<file path="config.mk">
export PLATFORM = sky130hd
export DESIGN_NAME = uiec_top
export DESIGN_NICKNAME = d
export VERILOG_FILES = /design/src/include/uiec_pkg.sv /design/src/hw/uiec_top.sv
export VERILOG_INCLUDE_DIRS = /design/src /design/src/include
export SDC_FILE = /design/constraint.sdc
export NUM_CORES = 1
export LEC_CHECK = 0
export ABC_AREA = 1
export BUFFER_PORTS_ARGS = -buffer_cell sky130_fd_sc_hd__buf_2
export CORE_MARGIN = 2
export CORE_UTILIZATION = 40
export DETAILED_ROUTE_END_ITERATION = 6
export SYNTH_ARGS = -nofsm -noshare
export SYNTH_HDL_FRONTEND = slang
export SYNTH_SLANG_ARGS = --single-unit
</file>
<file path="constraint.sdc">
create_clock -name pclk -period 6.65 [get_ports pclk]
set_input_delay 0.9975 -clock pclk [delete_from_list [all_inputs] [get_ports pclk]]
set_output_delay 0.9975 -clock pclk [all_outputs]
set_load 0.05 [all_outputs]
</file>
<file path="src/include/uiec_consts.svh">
// constants for the low IN endpoint control block
// What this block does
// - writing toggle_clear resets the selected data toggle; it reads zero
// - every STALL handshake sent sets stall_sent_flag
// - while force_stall is one, IN tokens get STALL
// - clearing force_stall returns the endpoint to normal handshakes
// - isochronous: zero-length reply to an empty IN sets underrun_flag
// - bulk or interrupt: each NAK to an IN sets underrun_flag
// - tx_buffer_has_packet reads one while any packet is queued
// - hardware clears packet_loaded once the packet is transmitted
// - double buffered with a free slot: packet_loaded clears at once
// - iso with deferred update: packet_loaded reads zero until next frame start
// - endpoint event for a sent packet, a STALL handshake or a flush, not for a freed slot
// - top bit reads zero, writes ignored
// - flush of a non-empty buffer raises the endpoint event
// - the index register picks which endpoint the registers show
`ifndef UIEC_CONSTS_SVH
`define UIEC_CONSTS_SVH
`define UIEC_IDX_INDEX   8'h0E
`define UIEC_IDX_CTRL_LO 8'h11
`define UIEC_IDX_CTRL_HI 8'h12
`define UIEC_LO_TOGCLR   6
`define UIEC_LO_STSENT   5
`define UIEC_LO_FSTALL   4
`define UIEC_LO_FLUSH    3
`define UIEC_LO_UNDERRUN_FLAG   2
`define UIEC_LO_NONEMPTY 1
`define UIEC_LO_LOADED   0
`define UIEC_HI_DBUF     7
`define UIEC_HI_ISO      6
`define UIEC_HI_ISO_DEFERRED_UPDATE    0
`define UIEC_RESET_BYTE  8'h00
`define UIEC_SLOTS       2'h2
`endif

</file>
<file path="src/include/uiec_pkg.sv">
// types for the low IN endpoint control block
package uiec_pkg;
   typedef enum logic [1:0] {RK_DATA, RK_ZLP, RK_NAK, RK_STALL} uiec_kind_e;
   typedef struct packed {
      logic       in_token;
      logic [1:0] token_ep;
      logic       sof;
      logic       tx_done;
      logic       tx_acked;
      logic       fifo_wr;
      logic [1:0] fifo_wr_ep;
   } uiec_link_s;
   typedef struct packed {
      logic       valid;
      uiec_kind_e kind;
      logic       toggle;
      logic [1:0] ep;
   } uiec_resp_s;
   typedef struct packed {
      logic       toggle;
      logic       stall_sent;
      logic       force_stall;
      logic       underrun;
      logic       loaded;
      logic       held;
      logic       double_buffer_on;
      logic       iso;
      logic       iso_deferred_update;
      logic [1:0] cnt;
      logic [1:0] zlp;
      logic       data_seen;
   } uiec_ep_s;
   typedef struct packed {
      uiec_ep_s [2:0] ep;
      logic [1:0]     index;
      logic           pready;
      logic           pslverr;
      logic [31:0]    prdata;
      uiec_resp_s     resp;
      logic [2:0]     irq;
   } uiec_state_s;
endpackage

</file>
<file path="src/hw/uiec_top.sv">
// low IN endpoint control and status logic, APB slave
`timescale 1ns/1ns
`include "uiec_consts.svh"
module uiec_top (
   input  wire logic                 pclk,
   input  wire logic                 presetn,
   input  wire logic                 psel,
   input  wire logic                 penable,
   input  wire logic                 pwrite,
   input  wire logic [7:0]           paddr,
   input  wire logic [31:0]          pwdata,
   output logic                      pready,
   output logic                      pslverr,
   output logic [31:0]               prdata,
   input  wire uiec_pkg::uiec_link_s link_i,
   output uiec_pkg::uiec_resp_s      resp_o,
   output logic [2:0]                ep_event
);
   // -----------------------------------------
   // state
   // -----------------------------------------
   uiec_pkg::uiec_state_s st_r;
   uiec_pkg::uiec_state_s st_nxt;

   function automatic logic [1:0] ep_slot(input logic [1:0] e);
      ep_slot = e - 2'h1;
   endfunction

   function automatic uiec_pkg::uiec_ep_s pop(input uiec_pkg::uiec_ep_s e);
      uiec_pkg::uiec_ep_s r;
      r = e;
      r.zlp = {1'b0, e.zlp[1]};
      r.cnt = e.cnt - 2'h1;
      r.loaded = 1'b0;
      pop = r;
   endfunction

   logic [7:0]  word_idx;
   logic        map_hit;
   logic        sel_ok;
   logic [1:0]  sel;
   logic        wr_take;
   logic [31:0] rd_word;

   assign word_idx = {2'h0, paddr[7:2]};
   assign map_hit  = paddr[1:0] == 2'h0 &&
                     (word_idx == `UIEC_IDX_INDEX || word_idx == `UIEC_IDX_CTRL_LO ||
                      word_idx == `UIEC_IDX_CTRL_HI);
   assign sel_ok   = st_r.index != 2'h0;
   assign sel      = ep_slot(st_r.index);
   assign wr_take  = psel & penable & st_r.pready & pwrite & map_hit;

   // -----------------------------------------
   // read mux
   // -----------------------------------------
   always_comb begin
      rd_word = 32'h0;
      if (word_idx == `UIEC_IDX_INDEX) begin
         rd_word[1:0] = st_r.index;
      end else if (sel_ok && word_idx == `UIEC_IDX_CTRL_LO) begin
         // top bit and toggle_clear stay zero
         rd_word[`UIEC_LO_STSENT]   = st_r.ep[sel].stall_sent;
         rd_word[`UIEC_LO_FSTALL]   = st_r.ep[sel].force_stall;
         rd_word[`UIEC_LO_UNDERRUN_FLAG]   = st_r.ep[sel].underrun;
         rd_word[`UIEC_LO_NONEMPTY] = st_r.ep[sel].cnt != 2'h0;
         // a deferred packet is hidden until frame start
         rd_word[`UIEC_LO_LOADED]   = st_r.ep[sel].loaded & ~st_r.ep[sel].held;
      end else if (sel_ok && word_idx == `UIEC_IDX_CTRL_HI) begin
         rd_word[`UIEC_HI_DBUF]  = st_r.ep[sel].double_buffer_on;
         rd_word[`UIEC_HI_ISO]   = st_r.ep[sel].iso;
         rd_word[`UIEC_HI_ISO_DEFERRED_UPDATE] = st_r.ep[sel].iso_deferred_update;
      end
   end

   // -----------------------------------------
   // next state
   // -----------------------------------------
   always_comb begin
      uiec_pkg::uiec_ep_s w;
      logic [1:0]         te;
      st_nxt = st_r;
      w = st_r.ep[sel];
      te = ep_slot(link_i.token_ep);
      // frame start frees held packets; a load in the same cycle still waits
      if (link_i.sof) begin
         for (int i = 0; i < 3; i++) begin
            st_nxt.ep[i].held = 1'b0;
         end
         w = st_nxt.ep[sel];
      end
      st_nxt.resp.valid = 1'b0;
      st_nxt.irq = 3'h0;
      // zero-wait slave: answer is ready in the access cycle
      st_nxt.pready = psel & ~penable;
      st_nxt.pslverr = 1'b0;
      st_nxt.prdata = 32'h0;
      if (psel & ~penable) begin
         st_nxt.pslverr = ~map_hit;
         st_nxt.prdata = pwrite ? 32'h0 : rd_word;
      end

      // register writes go first so that hardware sets below win
      if (wr_take && word_idx == `UIEC_IDX_INDEX) begin
         st_nxt.index = pwdata[1:0];
      end
      if (wr_take && sel_ok && word_idx == `UIEC_IDX_CTRL_HI) begin
         w.double_buffer_on = pwdata[`UIEC_HI_DBUF];
         w.iso   = pwdata[`UIEC_HI_ISO];
         w.iso_deferred_update = pwdata[`UIEC_HI_ISO_DEFERRED_UPDATE];
         st_nxt.ep[sel] = w;
      end
      if (wr_take && sel_ok && word_idx == `UIEC_IDX_CTRL_LO) begin
         if (pwdata[`UIEC_LO_TOGCLR]) begin
            w.toggle = 1'b0;
         end
         if (!pwdata[`UIEC_LO_STSENT]) begin
            w.stall_sent = 1'b0;
         end
         w.force_stall = pwdata[`UIEC_LO_FSTALL];
         if (!pwdata[`UIEC_LO_UNDERRUN_FLAG]) begin
            w.underrun = 1'b0;
         end
         // one packet per flush write, oldest first
         if (pwdata[`UIEC_LO_FLUSH] && w.cnt != 2'h0) begin
            w = pop(w);
            w.held = 1'b0;
            st_nxt.irq[sel] = 1'b1;
         end
         // single buffer refuses a second packet while one is queued
         if (pwdata[`UIEC_LO_LOADED] && w.cnt != `UIEC_SLOTS &&
             (w.double_buffer_on || w.cnt == 2'h0)) begin
            if (w.cnt == 2'h0) begin
               w.zlp[0] = ~w.data_seen;
            end else begin
               w.zlp[1] = ~w.data_seen;
            end
            w.cnt = w.cnt + 2'h1;
            w.data_seen = 1'b0;
            // free slot left: release at once, no event
            w.loaded = ~(w.double_buffer_on && w.cnt != `UIEC_SLOTS);
            w.held = w.iso & w.iso_deferred_update;
         end
         st_nxt.ep[sel] = w;
      end

      if (link_i.fifo_wr && link_i.fifo_wr_ep != 2'h0) begin
         st_nxt.ep[ep_slot(link_i.fifo_wr_ep)].data_seen = 1'b1;
      end

      // -----------------------------------------
      // IN token handshake
      // -----------------------------------------
      if (link_i.in_token && link_i.token_ep != 2'h0) begin
         st_nxt.resp.valid = 1'b1;
         st_nxt.resp.ep = link_i.token_ep;
         st_nxt.resp.toggle = st_nxt.ep[te].toggle;
         if (st_nxt.ep[te].force_stall) begin
            st_nxt.resp.kind = uiec_pkg::RK_STALL;
            st_nxt.ep[te].stall_sent = 1'b1;
            st_nxt.irq[te] = 1'b1;
         end else if (st_nxt.ep[te].cnt != 2'h0 && !st_nxt.ep[te].held) begin
            st_nxt.resp.kind = st_nxt.ep[te].zlp[0] ? uiec_pkg::RK_ZLP
                                                    : uiec_pkg::RK_DATA;
         end else if (st_nxt.ep[te].iso) begin
            st_nxt.resp.kind = uiec_pkg::RK_ZLP;
            st_nxt.ep[te].underrun = 1'b1;
         end else begin
            st_nxt.resp.kind = uiec_pkg::RK_NAK;
            st_nxt.ep[te].underrun = 1'b1;
         end
      end

      // completion of a data packet named by token_ep
      if (link_i.tx_done && link_i.token_ep != 2'h0 &&
          st_nxt.ep[te].cnt != 2'h0 && !st_nxt.ep[te].held) begin
         st_nxt.ep[te] = pop(st_nxt.ep[te]);
         st_nxt.irq[te] = 1'b1;
         if (link_i.tx_acked) begin
            st_nxt.ep[te].toggle = ~st_r.ep[te].toggle;
         end
      end
   end

   always_ff @(posedge pclk or negedge presetn) begin
      if (!presetn) begin
         st_r <= '0;
      end else begin
         st_r <= st_nxt;
      end
   end

   assign pready   = st_r.pready;
   assign pslverr  = st_r.pslverr;
   assign prdata   = st_r.prdata;
   assign resp_o   = st_r.resp;
   assign ep_event = st_r.irq;

   logic wr_lo;
   logic rd_lo;
   logic tok_ok;
   logic sel_nonempty;
   logic [1:0] te_q;
   assign wr_lo  = wr_take && sel_ok && word_idx == `UIEC_IDX_CTRL_LO;
   assign rd_lo  = psel && !penable && !pwrite && sel_ok && word_idx == `UIEC_IDX_CTRL_LO;
   assign tok_ok = link_i.in_token && link_i.token_ep != 2'h0 && !wr_take;
   assign sel_nonempty = st_r.ep[sel].cnt != 2'h0;

   always_ff @(posedge pclk or negedge presetn) begin
      if (!presetn) begin
         te_q <= 2'h0;
      end else begin
         te_q <= ep_slot(link_i.token_ep);
      end
   end
endmodule  // uiec_top

</file>
# --- Word-level counts from Yosys, hierarchy flattened ---
# Index checks and enable logic that the tools add are counted.
# W data, S select, Z words.
word_totals:
  register_bits: 87
  ramBits: 0
  out_inout_bits: 43
  latchBits: 0
  memories: 0
  elab_cells: 188
  in_bits: 54
  romBits: 0
op_classes:
  n_addsub: 6
  magnitude_cmp: 6
  eq_ne: 5
  n_mux: 77
  n_div: 0
  bitwise_logic: 15
  n_reduce_logical: 34
  shifts: 0
  n_mul: 0
ops:
  columns: ["cell", "n"]
  rows:
  - ["$mux W42", 8]
  - ["$bwmux W42", 7]
  - ["$demux W14 S2", 6]
  - ["$bmux W14 S2", 5]
  - ["$mux W14", 10]
  - ["$mux W33", 1]
  - ["$logic_and A1 B1 Y1", 20]
  - ["$mux W2", 10]
  - ["$mux W1", 15]
  - ["$mux W3", 5]
  - ["$reduce_bool A2 Y1", 7]
  - ["$mux W13", 1]
  - ["$eq A6 B5 Y1 const B", 2]
  - ["$mux W11", 1]
  - ["$mux W10", 1]
  - ["$mux W5", 2]
  - ["$sub A2 B1 Y2 const B", 5]
  - ["$lt A2 B3 Y1 const B", 3]
  - ["$mux W9", 1]
  - ["$mux W8", 1]
  - ["$and A1 B1 Y1", 7]
  - ["$eq A6 B4 Y1 const B", 1]
  - ["$ge A2 B1 Y1 const B", 3]
  - ["$not A1 Y1", 6]
  - ["other kinds (8)", 15]

# --- Logic depth before layout (Yosys ltp) ---
# Gate-level depths: netlist (run 1).
depth:
  word_depth: 34
  ltp_mapped: 34
  mapped_depth_nobuf: 31

# --- Worst setup path after synthesis (run 1) ---
# No wires, ideal clock.
synth_path:
  kind: "register -> register"
  start: "reg st_r[43] in the netlist's numbering"
  end: "reg st_r[78] in the netlist's numbering"
  setup_slack_ps: 1866
  t_arrival_ps: 4707
  setup_time_ps: 76
  period_less_slack_ps: 4784
  stages_incl_launch_ff: 34
  required_ps: 6574
  path_buffers: 4
  path_cell_list: "dfrtp_1 clkbuf_2 inv_2 buf_2 ha_1 nor2_1 buf_2 inv_1 o21a_1 ha_1 nor2_1 inv_1 xor2_1 inv_1 ha_1 nor2_1 nand2_1 nand2_2 o21ai_0 o21ai_0 o21ai_0 o22ai_1 inv_1 ha_1 inv_1 nand2_1 inv_1 nand2_4 nor2_8 nand2_2 inv_2 buf_6 nand2_1 o21ai_1"
synth_rtl:
  columns: ["element", "line_no", "text"]
  rows:
  - ["from (decl)", "uiec_top.sv:22", "uiec_pkg::uiec_state_s st_r;"]
  - ["from (signal assigned)", "uiec_top.sv:188", "st_r <= st_nxt;"]

==> impl_summary.txt, run 1 <==
----------------------------------------------------
[Final layout]
  Most frequent standard cell in the layout excluding fill and tap cells ... nand2_1
  Sequential standard cell area ... 0.00155 sq mm
  Proportion of layout cells with a drive suffix above 1 ... between 10% and 20%
  Layout Area Growth over Synthesis ... 9.19%
  Final layout net count ... 766
  Diode insertion count for antenna repair ... 0
  Most frequent cells in the layout ... 152 x nand2_1, 85 x o21ai_0, 62 x dfrtp_1
  Count of filler cells inserted in the layout ... 1243
  Multi-input logic area ... 0.00263 sq mm

[Logic synthesis]
  Seq/Total Area, Yosys ... 32.2%
  Synthesis warning total ... 0
  Share of async-settable or async-resettable flops after synthesis ... 100%
  Number of synthesized flops with an enable pin ... 0
  #FFs+latches synth ... 62
  Per-instance average area after synthesis ... 7.17 sq um
  Post-synth design cell area ... 0.00482 sq mm
  Primary flip-flop cell chosen by synthesis mapping ... dfrtp_1
  Number of distinct library cells after synthesis ... 43
  Number of instances in the synthesized netlist ... 672

[Worst setup path]
  Biggest fanout along the worst timing path ... 14
  Cell with the largest stage delay on the worst path ... ha_1
  Worst Reg2Reg Path Length in Cells ... 29
  Startpoint-to-endpoint class of the critical path ... reg2reg
  Arrival time worst endpoint ... between 5 and 6 ns
  Most frequent CP cell ... inv_1
  Worst setup SP type ... flip-flop
  Data required, critical path ... 6.88 ns
  Startpoint of the most critical register-to-register path ... st_r[44]
  Worst R2R End ... st_r[72]
  Setup slack, reg-to-reg ... roughly 1.4 ns
  Max stage delay on crit path ... roughly 0.46 ns
  Element type at the critical path end ... flip-flop

[Placed design]
  GPL Wtd Cong ... 0.920
  Sum of net half-perimeters after detailed placement ... 9.67 mm
  Input/output buffers ... 47
  Worst setup timing slack at the placement stage ... between 1 and 1.5 ns

[Min path]
  Hold path endpoint ... resp_o[0]
  Worst min path class ... reg2reg
  Worst hold start ... resp_o[0]
  Min-Delay Path Depth ... 2

[Global route]
  Total overflow reported by the global router ... 0
  Maximum number of pins on one net before global-route repair ... 63
  Via count of the first global-routing pass ... 4312
  Overall global routing resource usage ... 22.5%
  Number of antenna violations at the first check in global routing ... 0
  Wire length of the first global-routing pass ... around 22 mm

[Routing]
  Number of vias per cell ... 5.38
  Wire per inst ... 16.7 um
  Wire length after detailed routing ... roughly 14 mm
  Number of antenna-violating nets in the routed design ... 0
  1st-pass router iterations ... 5
  DRC viols ... 0
  DR iter-0 viols ... 343
  Total number of vias ... 4575

[Floorplanning]
  Width of the die ... 114 um
  Vertical die dimension ... around 110 um
  Boundary pin count ... 97
  DIE AREA ... 0.0129 sq mm
  Core Area ... roughly 0.012 sq mm
  Number of cell rows ... 40
  Initial Util ... 40.6%

[Power]
  Part of the power in combinational logic ... about two fifths
  Power density over cell area ... 329 mW/mm^2
  Clk pwr share ... 28.2%
  Cell Int Power ... 1.03 mW
  Sequential power share ... between 30 and 40%
  Net load switching power ... 0.702 mW
  VDD IR max ... 0.000125 V
  Net switching fraction of the power ... between 40% and 50%
  Static Leak ... 2.62 nW

[Clocking]
  TritonCTS clock tree ... yes
  Post-CTS Hold Buffers ... 0
  Root Buffer ... clkbuf_16
  Setup repair bufs after CTS ... 0
  Number of buffers created by CTS ... 9
  TritonCTS Sinks ... 62
  Worst skew pair latency ... about 0.34 ns
  CTS clk-pin slew, worst paths ... around 0.060 ns
  Number of instances resized during post-cts repair ... 0
  Number of H-tree levels ... 3
  Clock Path Buffers ... 2

[Timing]
  Final Skew ... about 0.0073 ns
  Hold slack final ... 0.481 ns
  Count of final hold-check violations ... 0
  Setup ws final ... 1.39 ns
  Worst relative slew slack ... 44.1%
  Max frequency ... 0.190 GHz
  Number of pins with negative max-slew slack in the final report ... 0
  Total negative slack for setup checks ... 0 ns
  Min cycle time layout ... 5.26 ns
  Count of endpoints failing setup in the final report ... 0
  Fraction of the cycle the final worst path needs ... 79.1%
  Worst-Margin Slew ... 0.838 ns
  Setup repair after global routing missed its margin ... false

[Flow run]
  Max-cap violation count ... 0

[Status]
  Outcome ... finished clean

----------------------------------------------------
## kinds of logic (layout without fill, tap and decap cells)
kind of cell	Yosys count	in the layout	synth area share, %
adder cells (fa/ha/maj)	13	13	3.37
multiplexers	5	5	1.04
XOR/XNOR	1	1	0.182
buffers and inverters	136	144	15.2
flip-flops	62	62	32.2
other	1	25	0.0778
AND/OR/NAND/NOR	269	269	25.8
AO/OA/AOI/OAI	185	185	22.2
## layer usage
metal | share of wire, % | track usage (%) | up-vias
met1 | 45 | 31.2 | 2123
met4 | 3.0 | 10.0 | 0
met3 | 6.7 | 2.66 | 26
met2 | 46 | 35.4 | 210
li1 | - | - | 2216
met5 | 0 | 0 | -
## cell type report
class	count	area share [%]
tap	147	3.49
inverter	67	4.78
clock buffer	11	4.80
multi-input combinational	498	49.9
sequential	62	29.5
timing repair buffer	61	6.47
clock inverter	5	1.07
## cell usage after synthesis (2+ instances only)
library cell | n | share of area [%]
o22ai_1 | 4 | 0.52
nand2_2 | 4 | 0.52
buf_6 | 7 | 1.6
nand3_1 | 40 | 4.2
nand2_4 | 3 | 0.70
nor2_1 | 47 | 3.7
o21a_1 | 7 | 1.1
o21ai_1 | 20 | 2.1
nor2_4 | 6 | 1.4
inv_2 | 11 | 0.86
nand2_1 | 152 | 12
a21oi_1 | 35 | 3.6
inv_1 | 56 | 4.4
a22oi_1 | 8 | 1.2
a31oi_1 | 4 | 0.52
o21ai_0 | 85 | 8.8
o211ai_2 | 3 | 0.78
dfrtp_1 | 62 | 32
nand3_2 | 2 | 0.42
or2_2 | 6 | 0.78
mux2i_1 | 5 | 1.0
o21ai_2 | 2 | 0.36
nand4_1 | 3 | 0.39
buf_4 | 42 | 6.5
buf_2 | 8 | 0.83
o211ai_1 | 10 | 1.6
clkbuf_1 | 11 | 0.86
nand4_4 | 2 | 0.88
ha_1 | 13 | 3.4
## flip-flops by register name (all words and copies together) (netlist names)
register,flops
ep_event,3
prdata,7
pready,1
pslverr,1
resp_o,6
st_r,44
## stage by stage
step	total power, mW	utilization (%)	instance area (sq um)	std cells
floorplan	1.10	-	4910	696
global placement	1.22	41.8	4950	835
detailed placement	1.24	41.8	4950	835
CTS	1.73	44.4	5260	851
global route	1.86	44.4	5260	851
finish	1.73	44.4	5260	851
## worst max-delay path: cells and delay by family, from the launching register on
kind	cells	cell delay, ns
compound gates	6	1.02
xor+xnor	1	0.26
fa+ha+maj	4	1.04
buf+inv	8	0.96
flops	1	0.37
simple gates	10	1.50
## worst max path at each step
stage                         from  endpoint  slack, ns  depth (start not counted)
after floorplan           st_r[43]  st_r[78]       1.87                         33
after global placement    st_r[44]  st_r[72]       1.49                         29
after detailed placement  st_r[44]  st_r[72]       1.49                         29
after CTS                 st_r[44]  st_r[72]       1.46                         29
after global routing      st_r[44]  st_r[72]       0.89                         29
final                     st_r[44]  st_r[72]       1.39                         29
## power by group through the flow
stage	Combinational, mW	Clock (mW)	Sequential, mW
global placement	0.689	0	0.533
finish	0.711	0.489	0.532
CTS	0.704	0.497	0.530
detailed placement	0.700	0	0.536
global route	0.804	0.512	0.544
floorplan	0.570	0	0.526
No activity file was read; power rests on OpenSTA's default activity.
==> run 2: changes to the inputs <==
- ABC_AREA: 1 -> 0
- clock period: 6.65 -> 4.7 ns (I/O delays scaled with it)
==> run 2 against run 1 <==
  * Power is 24% lower
  * Register-to-register slack worse by 1.2 ns
  * Clock skew up 0.0050 ns
  * Largest power group is now clock
  * Largest cell class unchanged
  * Critical endpoint is now st_r[66]
  * Critical path type unchanged
  * Global-route usage up 1.1 points
==> impl_summary.txt, run 2 <==
----------------------------------------------------
[Status]
  Outcome ... finished clean

[Timing]
  Final Skew ... 0.0123 ns (+0.00502 ns)
  Count of endpoints failing setup in the final report ... 0 (unchanged)
  Max frequency ... 0.220 GHz (+16%)
  Setup ws final ... 0.148 ns (-1.24 ns)
  Worst-Margin Slew ... 0.830 ns (-0.00844 ns)
  Count of final hold-check violations ... 0 (unchanged)
  Worst relative slew slack ... 44.7% (+0.56 points)
  Number of pins with negative max-slew slack in the final report ... 0 (unchanged)
  Min cycle time layout ... 4.55 ns (-0.706 ns)
  Setup repair after global routing missed its margin ... true
  Total negative slack for setup checks ... 0 ns (unchanged)
  Fraction of the cycle the final worst path needs ... 96.8% (+18 points)

[Worst setup path]
  Startpoint of the most critical register-to-register path ... st_r[43]
  Worst setup SP type ... flip-flop
  Worst Reg2Reg Path Length in Cells ... 23 (-21%)
  Biggest fanout along the worst timing path ... 9 (-5)
  Setup slack, reg-to-reg ... 0.15 ns (-1.24 ns)
  Data required, critical path ... 4.93 ns (-1.95 ns)
  Startpoint-to-endpoint class of the critical path ... reg2reg
  Arrival time worst endpoint ... 4.78 ns (-0.71 ns)
  Worst R2R End ... st_r[66]
  Element type at the critical path end ... flip-flop

[Clocking]
  TritonCTS clock tree ... yes
  CTS clk-pin slew, worst paths ... 0.06 ns (about the same)
  Number of H-tree levels ... 3 (unchanged)
  Number of buffers created by CTS ... 9 (unchanged)
  Root Buffer ... clkbuf_16
  Clock Path Buffers ... 2 (unchanged)
  Worst skew pair latency ... 0.34 ns (about the same)
  TritonCTS Sinks ... 62 (unchanged)

[Floorplanning]
  Number of cell rows ... 40 (unchanged)
  Width of the die ... 115 um (+1.5%)
  Boundary pin count ... 97 (unchanged)
  Vertical die dimension ... 115 um (+1.5%)
  Core Area ... 0.0121 sq mm (+1.7%)
  Initial Util ... 41.2% (+0.57 points)
  DIE AREA ... 0.0133 sq mm (+3.0%)

[Global route]
  Number of antenna violations at the first check in global routing ... 0 (unchanged)
  Via count of the first global-routing pass ... 4484 (+4.0%)
  Maximum number of pins on one net before global-route repair ... 63 (unchanged)
  Total overflow reported by the global router ... 0 (unchanged)
  Overall global routing resource usage ... 23.6% (+1.1 points)
  Wire length of the first global-routing pass ... 23.8 mm (+5.9%)

[Placed design]
  Worst setup timing slack at the placement stage ... 0.0350 ns (-1.45 ns)
  GPL Wtd Cong ... 0.954 (+3.7%)
  Placed cell areas ... 0.00543 sq mm (+9.7%)
  Input/output buffers ... 47 (unchanged)
  Sum of net half-perimeters after detailed placement ... 11.2 mm (+16%)

[Final layout]
  Design area ... 0.00580 sq mm (+10%)
  Final layout net count ... 709 (-7.4%)
  Proportion of layout cells with a drive suffix above 1 ... 24.7% (+7.4 points)
  Diode insertion count for antenna repair ... 0 (unchanged)
  Max FFs per register ... 44 (unchanged)
  Register with the highest flop count ... st_r
  Most frequent cells in the layout ... 62 x dfrtp_1, 57 x nor2_1, 55 x nand2_1
  Most frequent standard cell in the layout excluding fill and tap cells ... dfrtp_1
  Layout Area Growth over Synthesis ... 16.7%

[Routing]
  DRC viols ... 0 (unchanged)
  Wire per inst ... 19.0 um (+14%)
  Wire length after detailed routing ... 15.5 mm (+9.1%)
  Number of vias per cell ... 5.75 (+7.0%)
  DR iter-0 viols ... 413 (+20%)
  Number of antenna-violating nets in the routed design ... 0 (unchanged)
  1st-pass router iterations ... 5 (unchanged)
  Total number of vias ... 4686 (+2.4%)

[Power]
  Static Leak ... 2.59 nW (-0.89%)
  Power density over cell area ... 228 mW/mm^2 (-31%)
  VDD IR max ... 0.000138 V (+11%)

[Min path]
  Hold path endpoint ... resp_o[0]
  Worst min path class ... reg2reg
  Worst hold start ... resp_o[0]
  Min-Delay Path Depth ... 2 (unchanged)

[Logic synthesis]
  Number of instances in the synthesized netlist ... 588 (-13%)
  Top-area cell type share of the netlist area ... 31.2% (-0.97 points)
  Dominant cell by count in the synthesized netlist ... dfrtp_1
  Number of distinct library cells after synthesis ... 70 (+63%)
  Seq/Total Area, Yosys ... 31.2% (-0.97 points)
  Largest cells by area after synthesis ... dfrtp_1 31%, mux2i_1 9.5%, buf_4 6.5%, a21oi_1 5.1%, nor2_1 4.3%
  Most area-hungry cell type in the Yosys netlist ... dfrtp_1
  Per-instance average area after synthesis ... 8.45 sq um (+18%)
  Share of async-settable or async-resettable flops after synthesis ... 100% (unchanged)
  Synthesis warning total ... 0 (unchanged)
  Primary flip-flop cell chosen by synthesis mapping ... dfrtp_1
  Post-synth design cell area ... 0.00497 sq mm (+3.1%)
  Number of synthesized flops with an enable pin ... 0 (unchanged)
  Top cell types by occurrence after synthesis ... 62 x dfrtp_1, 57 x nor2_1, 55 x nand2_1
  #FFs+latches synth ... 62 (unchanged)

[Flow run]
  Max-cap violation count ... 0 (unchanged)

----------------------------------------------------
[run 2: cell types whose count changed in the layout (fill, tap and decap cells not counted), moves of 15 or more]
cell,previous run,this run
a21oi_1,35,50
o21ai_0,85,24
buf_4,14,41
nand3_1,40,14
inv_1,56,10
mux2i_1,5,47
nand2_1,152,55
[run 2: final cells by class]
class / instances / area [sq um]
Clock buffer: 10 / 229
Fill cell: 1134 / 6260
Multi-Input combinational cell: 462 / 3100
Tap cell: 168 / 210
Timing Repair Buffer: 93 / 617
Sequential cell: 62 / 1550
Clock inverter: 6 / 37.5
Inverter: 14 / 55.1
[run 2: cells by family after synthesis]
group,share of synthesized area (%)
other,0.0755
and+or+nand+nor,20.2
DFF,31.2
AOI/OAI and AO/OA,22.5
muxes,12.0
xor gates and xnor gates,0.176
buffers and inverters,10.5
adders and majority gates,3.27
[run 2: power breakdown]
part	internal (mW)	switching [mW]	total [mW]	leakage [nW]
combinational	0.0386	0.135	0.174	1.64
sequential	0.539	0.00187	0.540	0.822
clock	0.355	0.252	0.608	0.136
[run 2: worst max-delay path by stage]
stage / endpoint / start / cells past startpoint
CTS: st_r[83] / st_r[43] / 25
global placement: st_r[83] / st_r[44] / 25
finish: st_r[66] / st_r[43] / 23
floorplan: st_r[66] / st_r[43] / 29
global route: st_r[50] / st_r[44] / 24
detailed placement: st_r[83] / st_r[43] / 25
[run 2: layer usage]
metal,up-vias,wire (um),GRT usage [%]
li1,2178,-,-
met1,2227,6500,30.8
met2,247,7340,38.2
met3,34,1230,4.71
met4,0,414,9.96
met5,-,0,0
[run 2: critical path, stage by stage (launching register included)]
cell	delay (ns)
dfrtp_1	0.39
inv_4	0.05
ha_4	0.31
mux2_4	0.31
a22oi_2	0.18
ha_2	0.22
nor2b_2	0.05
nand2b_1	0.08
and2_1	0.14
inv_1	0.07
ha_2	0.19
nor2b_4	0.16
o211a_1	0.23
nor2_4	0.06
xnor2_2	0.18
o21ai_0	0.11
a221o_1	0.37
o221ai_2	0.19
inv_1	0.07
ha_2	0.18
inv_2	0.07
o221a_4	0.25
and3_4	0.26
mux2_4	0.30
[run 2: repair_timing]
| action | CTS | global route |
|---|---|---|
| setup buffers | 0 | 4 |
| hold buffers | 0 | 0 |
| endpoints found under the setup margin | 0 | 40 |
| resized for setup | 0 | 12 |
[run 2: per-stage QoR]
step	power, mW	std cells	hold slack, ns	utilization [%]
2_1_floorplan	0.686	612	0.409	-
3_3_place_gp	0.719	795	0.461	45.0
3_5_place_dp	0.720	795	0.469	45.0
4_1_cts	1.33	811	0.483	47.3
5_1_grt	1.37	815	0.512	48.1
6_report	1.32	815	0.482	48.1
==> run 3: changes to the inputs <==
- CTS_BUF_LIST: unset -> sky130_fd_sc_hd__clkbuf_8
==> run 3 against run 2 <==
  * Critical path depth up 1
  * Sequential power is essentially flat
  * Die area stayed put
  * Flip-flop and latch count is the same
  * Clock-buffer cell count down 1
  * Register-to-register slack gained 0.04 ns
  * Non-clock buffer count grew 3
  * Hold slack better by 0.0056 ns
  * Clock skew increased by 0.0073 ns
  * Setup slack better by 0.038 ns
  * Power fell by 14%
  * Combinational power barely moved
  * Highest routed layer unchanged
==> impl_summary.txt, run 3 (synthesis gave the netlist of run 2 again) <==
----------------------------------------------------
[Status]
  Outcome ... finished clean

[Flow run]
  Max-cap violation count ... 0 (unchanged)

[Clocking]
  Clock Path Buffers ... 2 (unchanged)
  Root Buffer ... clkbuf_8
  Worst skew pair latency ... 0.37 ns (+0.03 ns)
  Post-CTS Hold Buffers ... 0 (unchanged)
  CTS clk-pin slew, worst paths ... 0.08 ns (+0.02 ns)
  Number of H-tree levels ... 3 (unchanged)
  Number of buffers created by CTS ... 9 (unchanged)
  TritonCTS Sinks ... 62 (unchanged)
  TritonCTS clock tree ... yes

[Power]
  Static Leak ... 2.57 nW (-1.0%)
  VDD IR max ... 0.0000994 V (-28%)
  Power density over cell area ... 198 mW/mm^2 (-13%)
  Total power after layout ... 1.13 mW (-14%)

[Worst setup path]
  Cell type group with the largest total delay on the critical path ... compound AO/OA/AOI/OAI gates
  Count of buffering cells on the critical path with inverters included ... 4 (unchanged)
  Cell with the largest stage delay on the worst path ... dfrtp_1
  Data required, critical path ... 4.94 ns (about the same)
  Max stage delay on crit path ... 0.39 ns (about the same)
  Arrival time worst endpoint ... 4.75 ns (-0.03 ns)
  Setup slack, reg-to-reg ... 0.19 ns (+0.04 ns)
  Biggest fanout along the worst timing path ... 8 (-1)
  Most frequent CP cell ... ha_2
  Worst setup SP type ... flip-flop
  CP Cell Sequence ... inv_4 > ha_4 > mux2_4 > a22oi_2 > ha_2 > nand2b_2 > nand2_1 > and2_1 > inv_1 > ha_2 > nor2b_4 > and2_4 > nor2_4 > xnor2_2 > o21ai_0 > a221o_1 > o221ai_2 > inv_1 > ha_2 > inv_2 > o221a_4 > and2_1 > o211a_2 > a22oi_1
  Startpoint-to-endpoint class of the critical path ... reg2reg
  Element type at the critical path end ... flip-flop

[Floorplanning]
  Number of cell rows ... 40 (unchanged)
  DIE AREA ... 0.0133 sq mm (unchanged)
  Width of the die ... 115 um (unchanged)
  Initial Util ... 41.2% (unchanged)
  Boundary pin count ... 97 (unchanged)
  Vertical die dimension ... 115 um (unchanged)
  Core Area ... 0.0121 sq mm (unchanged)

[Routing]
  1st-pass router iterations ... 5 (unchanged)
  Number of antenna-violating nets in the routed design ... 0 (unchanged)
  DR iter-0 viols ... 388 (-6.1%)
  Wire per inst ... 18.9 um (-0.68%)
  Total number of vias ... 4637 (-1.0%)
  Number of vias per cell ... 5.67 (-1.4%)
  Wire length after detailed routing ... 15.4 mm (-0.31%)
  DRC viols ... 0 (unchanged)

[Final layout]
  Diode insertion count for antenna repair ... 0 (unchanged)
  Most frequent standard cell in the layout excluding fill and tap cells ... dfrtp_1
  Proportion of layout cells with a drive suffix above 1 ... 24.9% (+0.19 points)
  Layout Area Growth over Synthesis ... 15.0%
  Register with the highest flop count ... st_r
  Final Instance Count excl. Fillers ... 818 (+0.37%)
  Max FFs per register ... 44 (unchanged)
  Final layout net count ... 712 (+0.42%)
  Count of filler cells inserted in the layout ... 1150 (+1.4%)
  Util after Layout ... 47.4% (-0.67 points)
  Design area ... 0.00572 sq mm (-1.4%)
  Most frequent cells in the layout ... 62 x dfrtp_1, 57 x nor2_1, 55 x nand2_1

[Timing]
  Setup repair after global routing missed its margin ... true
  Hold slack final ... 0.487 ns (+0.00559 ns)
  Total negative slack for setup checks ... 0 ns (unchanged)
  Min cycle time layout ... 4.51 ns (-0.0380 ns)
  Number of pins with negative max-slew slack in the final report ... 0 (unchanged)
  Fraction of the cycle the final worst path needs ... 96.0% (-0.81 points)
  Count of endpoints failing setup in the final report ... 0 (unchanged)
  Max frequency ... 0.222 GHz (+0.84%)
  Final Skew ... 0.0196 ns (+0.00726 ns)
  Worst-Margin Slew ... 0.815 ns (-0.0147 ns)
  Worst relative slew slack ... 45.7% (+0.98 points)
  Setup ws final ... 0.186 ns (+0.0380 ns)
  Count of final hold-check violations ... 0 (unchanged)

[Min path]
  Worst min path class ... reg2reg

[Global route]
  Overall global routing resource usage ... 23.6% (+0.042 points)
  Total overflow reported by the global router ... 0 (unchanged)
  Via count of the first global-routing pass ... 4490 (+0.13%)
  Wire length of the first global-routing pass ... 23.8 mm (-0.17%)
  Maximum number of pins on one net before global-route repair ... 63 (unchanged)
  Number of antenna violations at the first check in global routing ... 0 (unchanged)

[Placed design]
  Worst setup timing slack at the placement stage ... 0.0350 ns (unchanged)
  Sum of net half-perimeters after detailed placement ... 11.2 mm (unchanged)
  GPL Wtd Cong ... 0.954 (unchanged)
  Input/output buffers ... 47 (unchanged)
  Placed cell areas ... 0.00543 sq mm (unchanged)
  # placed instances ... 795 (unchanged)

----------------------------------------------------
## run 3: changes by cell type in the layout (fill, tap and decap cells not counted), sizes merged
| cell | previous run | this run |
|---|---|---|
| inv | 15 | 16 |
| buf | 93 | 96 |
| clkbuf | 10 | 9 |
## run 3: final timing paths
kind / start / endpoint / depth (start not counted)
setup / recovery: st_r[43] / st_r[57] / 24
hold / removal: resp_o[0] / resp_o[0] / 2
setup reg to reg: st_r[43] / st_r[57] / 24
hold reg to reg: resp_o[0] / resp_o[0] / 2
max in group asynchronous: presetn / st_r[81] / 2
min in group asynchronous: presetn / st_r[43] / 2
## run 3: area by class of cell
| class | count | area (sq um) | share of cell area, % |
|---|---|---|---|
| tap | 168 | 210 | 3.68 |
| clock inverter | 7 | 41.3 | 0.722 |
| multi-input combinational | 462 | 3100 | 54.1 |
| timing repair buffer | 96 | 639 | 11.2 |
| inverter | 14 | 55.1 | 0.963 |
| clock buffer | 9 | 124 | 2.17 |
| sequential | 62 | 1550 | 27.1 |
## run 3: tightest hold or removal path, stage by stage (launching register included)
cell	delay (ns)
dfrtp_1	0.34
nand2_1	0.04
o21ai_0	0.07
## run 3: layer usage
| metal | up-vias | part of all wire [%] | global-route usage (%) |
|---|---|---|---|
| met1 | 2200 | 44 | 30.9 |
| met5 | - | 0 | 0 |
| li1 | 2186 | - | - |
| met3 | 39 | 6.2 | 4.18 |
| met4 | 0 | 3.2 | 11.6 |
| met2 | 212 | 47 | 37.9 |
## run 3: repair_timing
item / 4_1_cts / 5_1_grt
resized for setup: 0 / 11
setup buffers: 0 / 7
setup endpoints to repair: 0 / 42
## run 3: report_power, final
part | internal, mW | switching, mW
clock | 0.188 | 0.230
combinational | 0.0386 | 0.135
sequential | 0.538 | 0.00186
total | 0.764 | 0.367
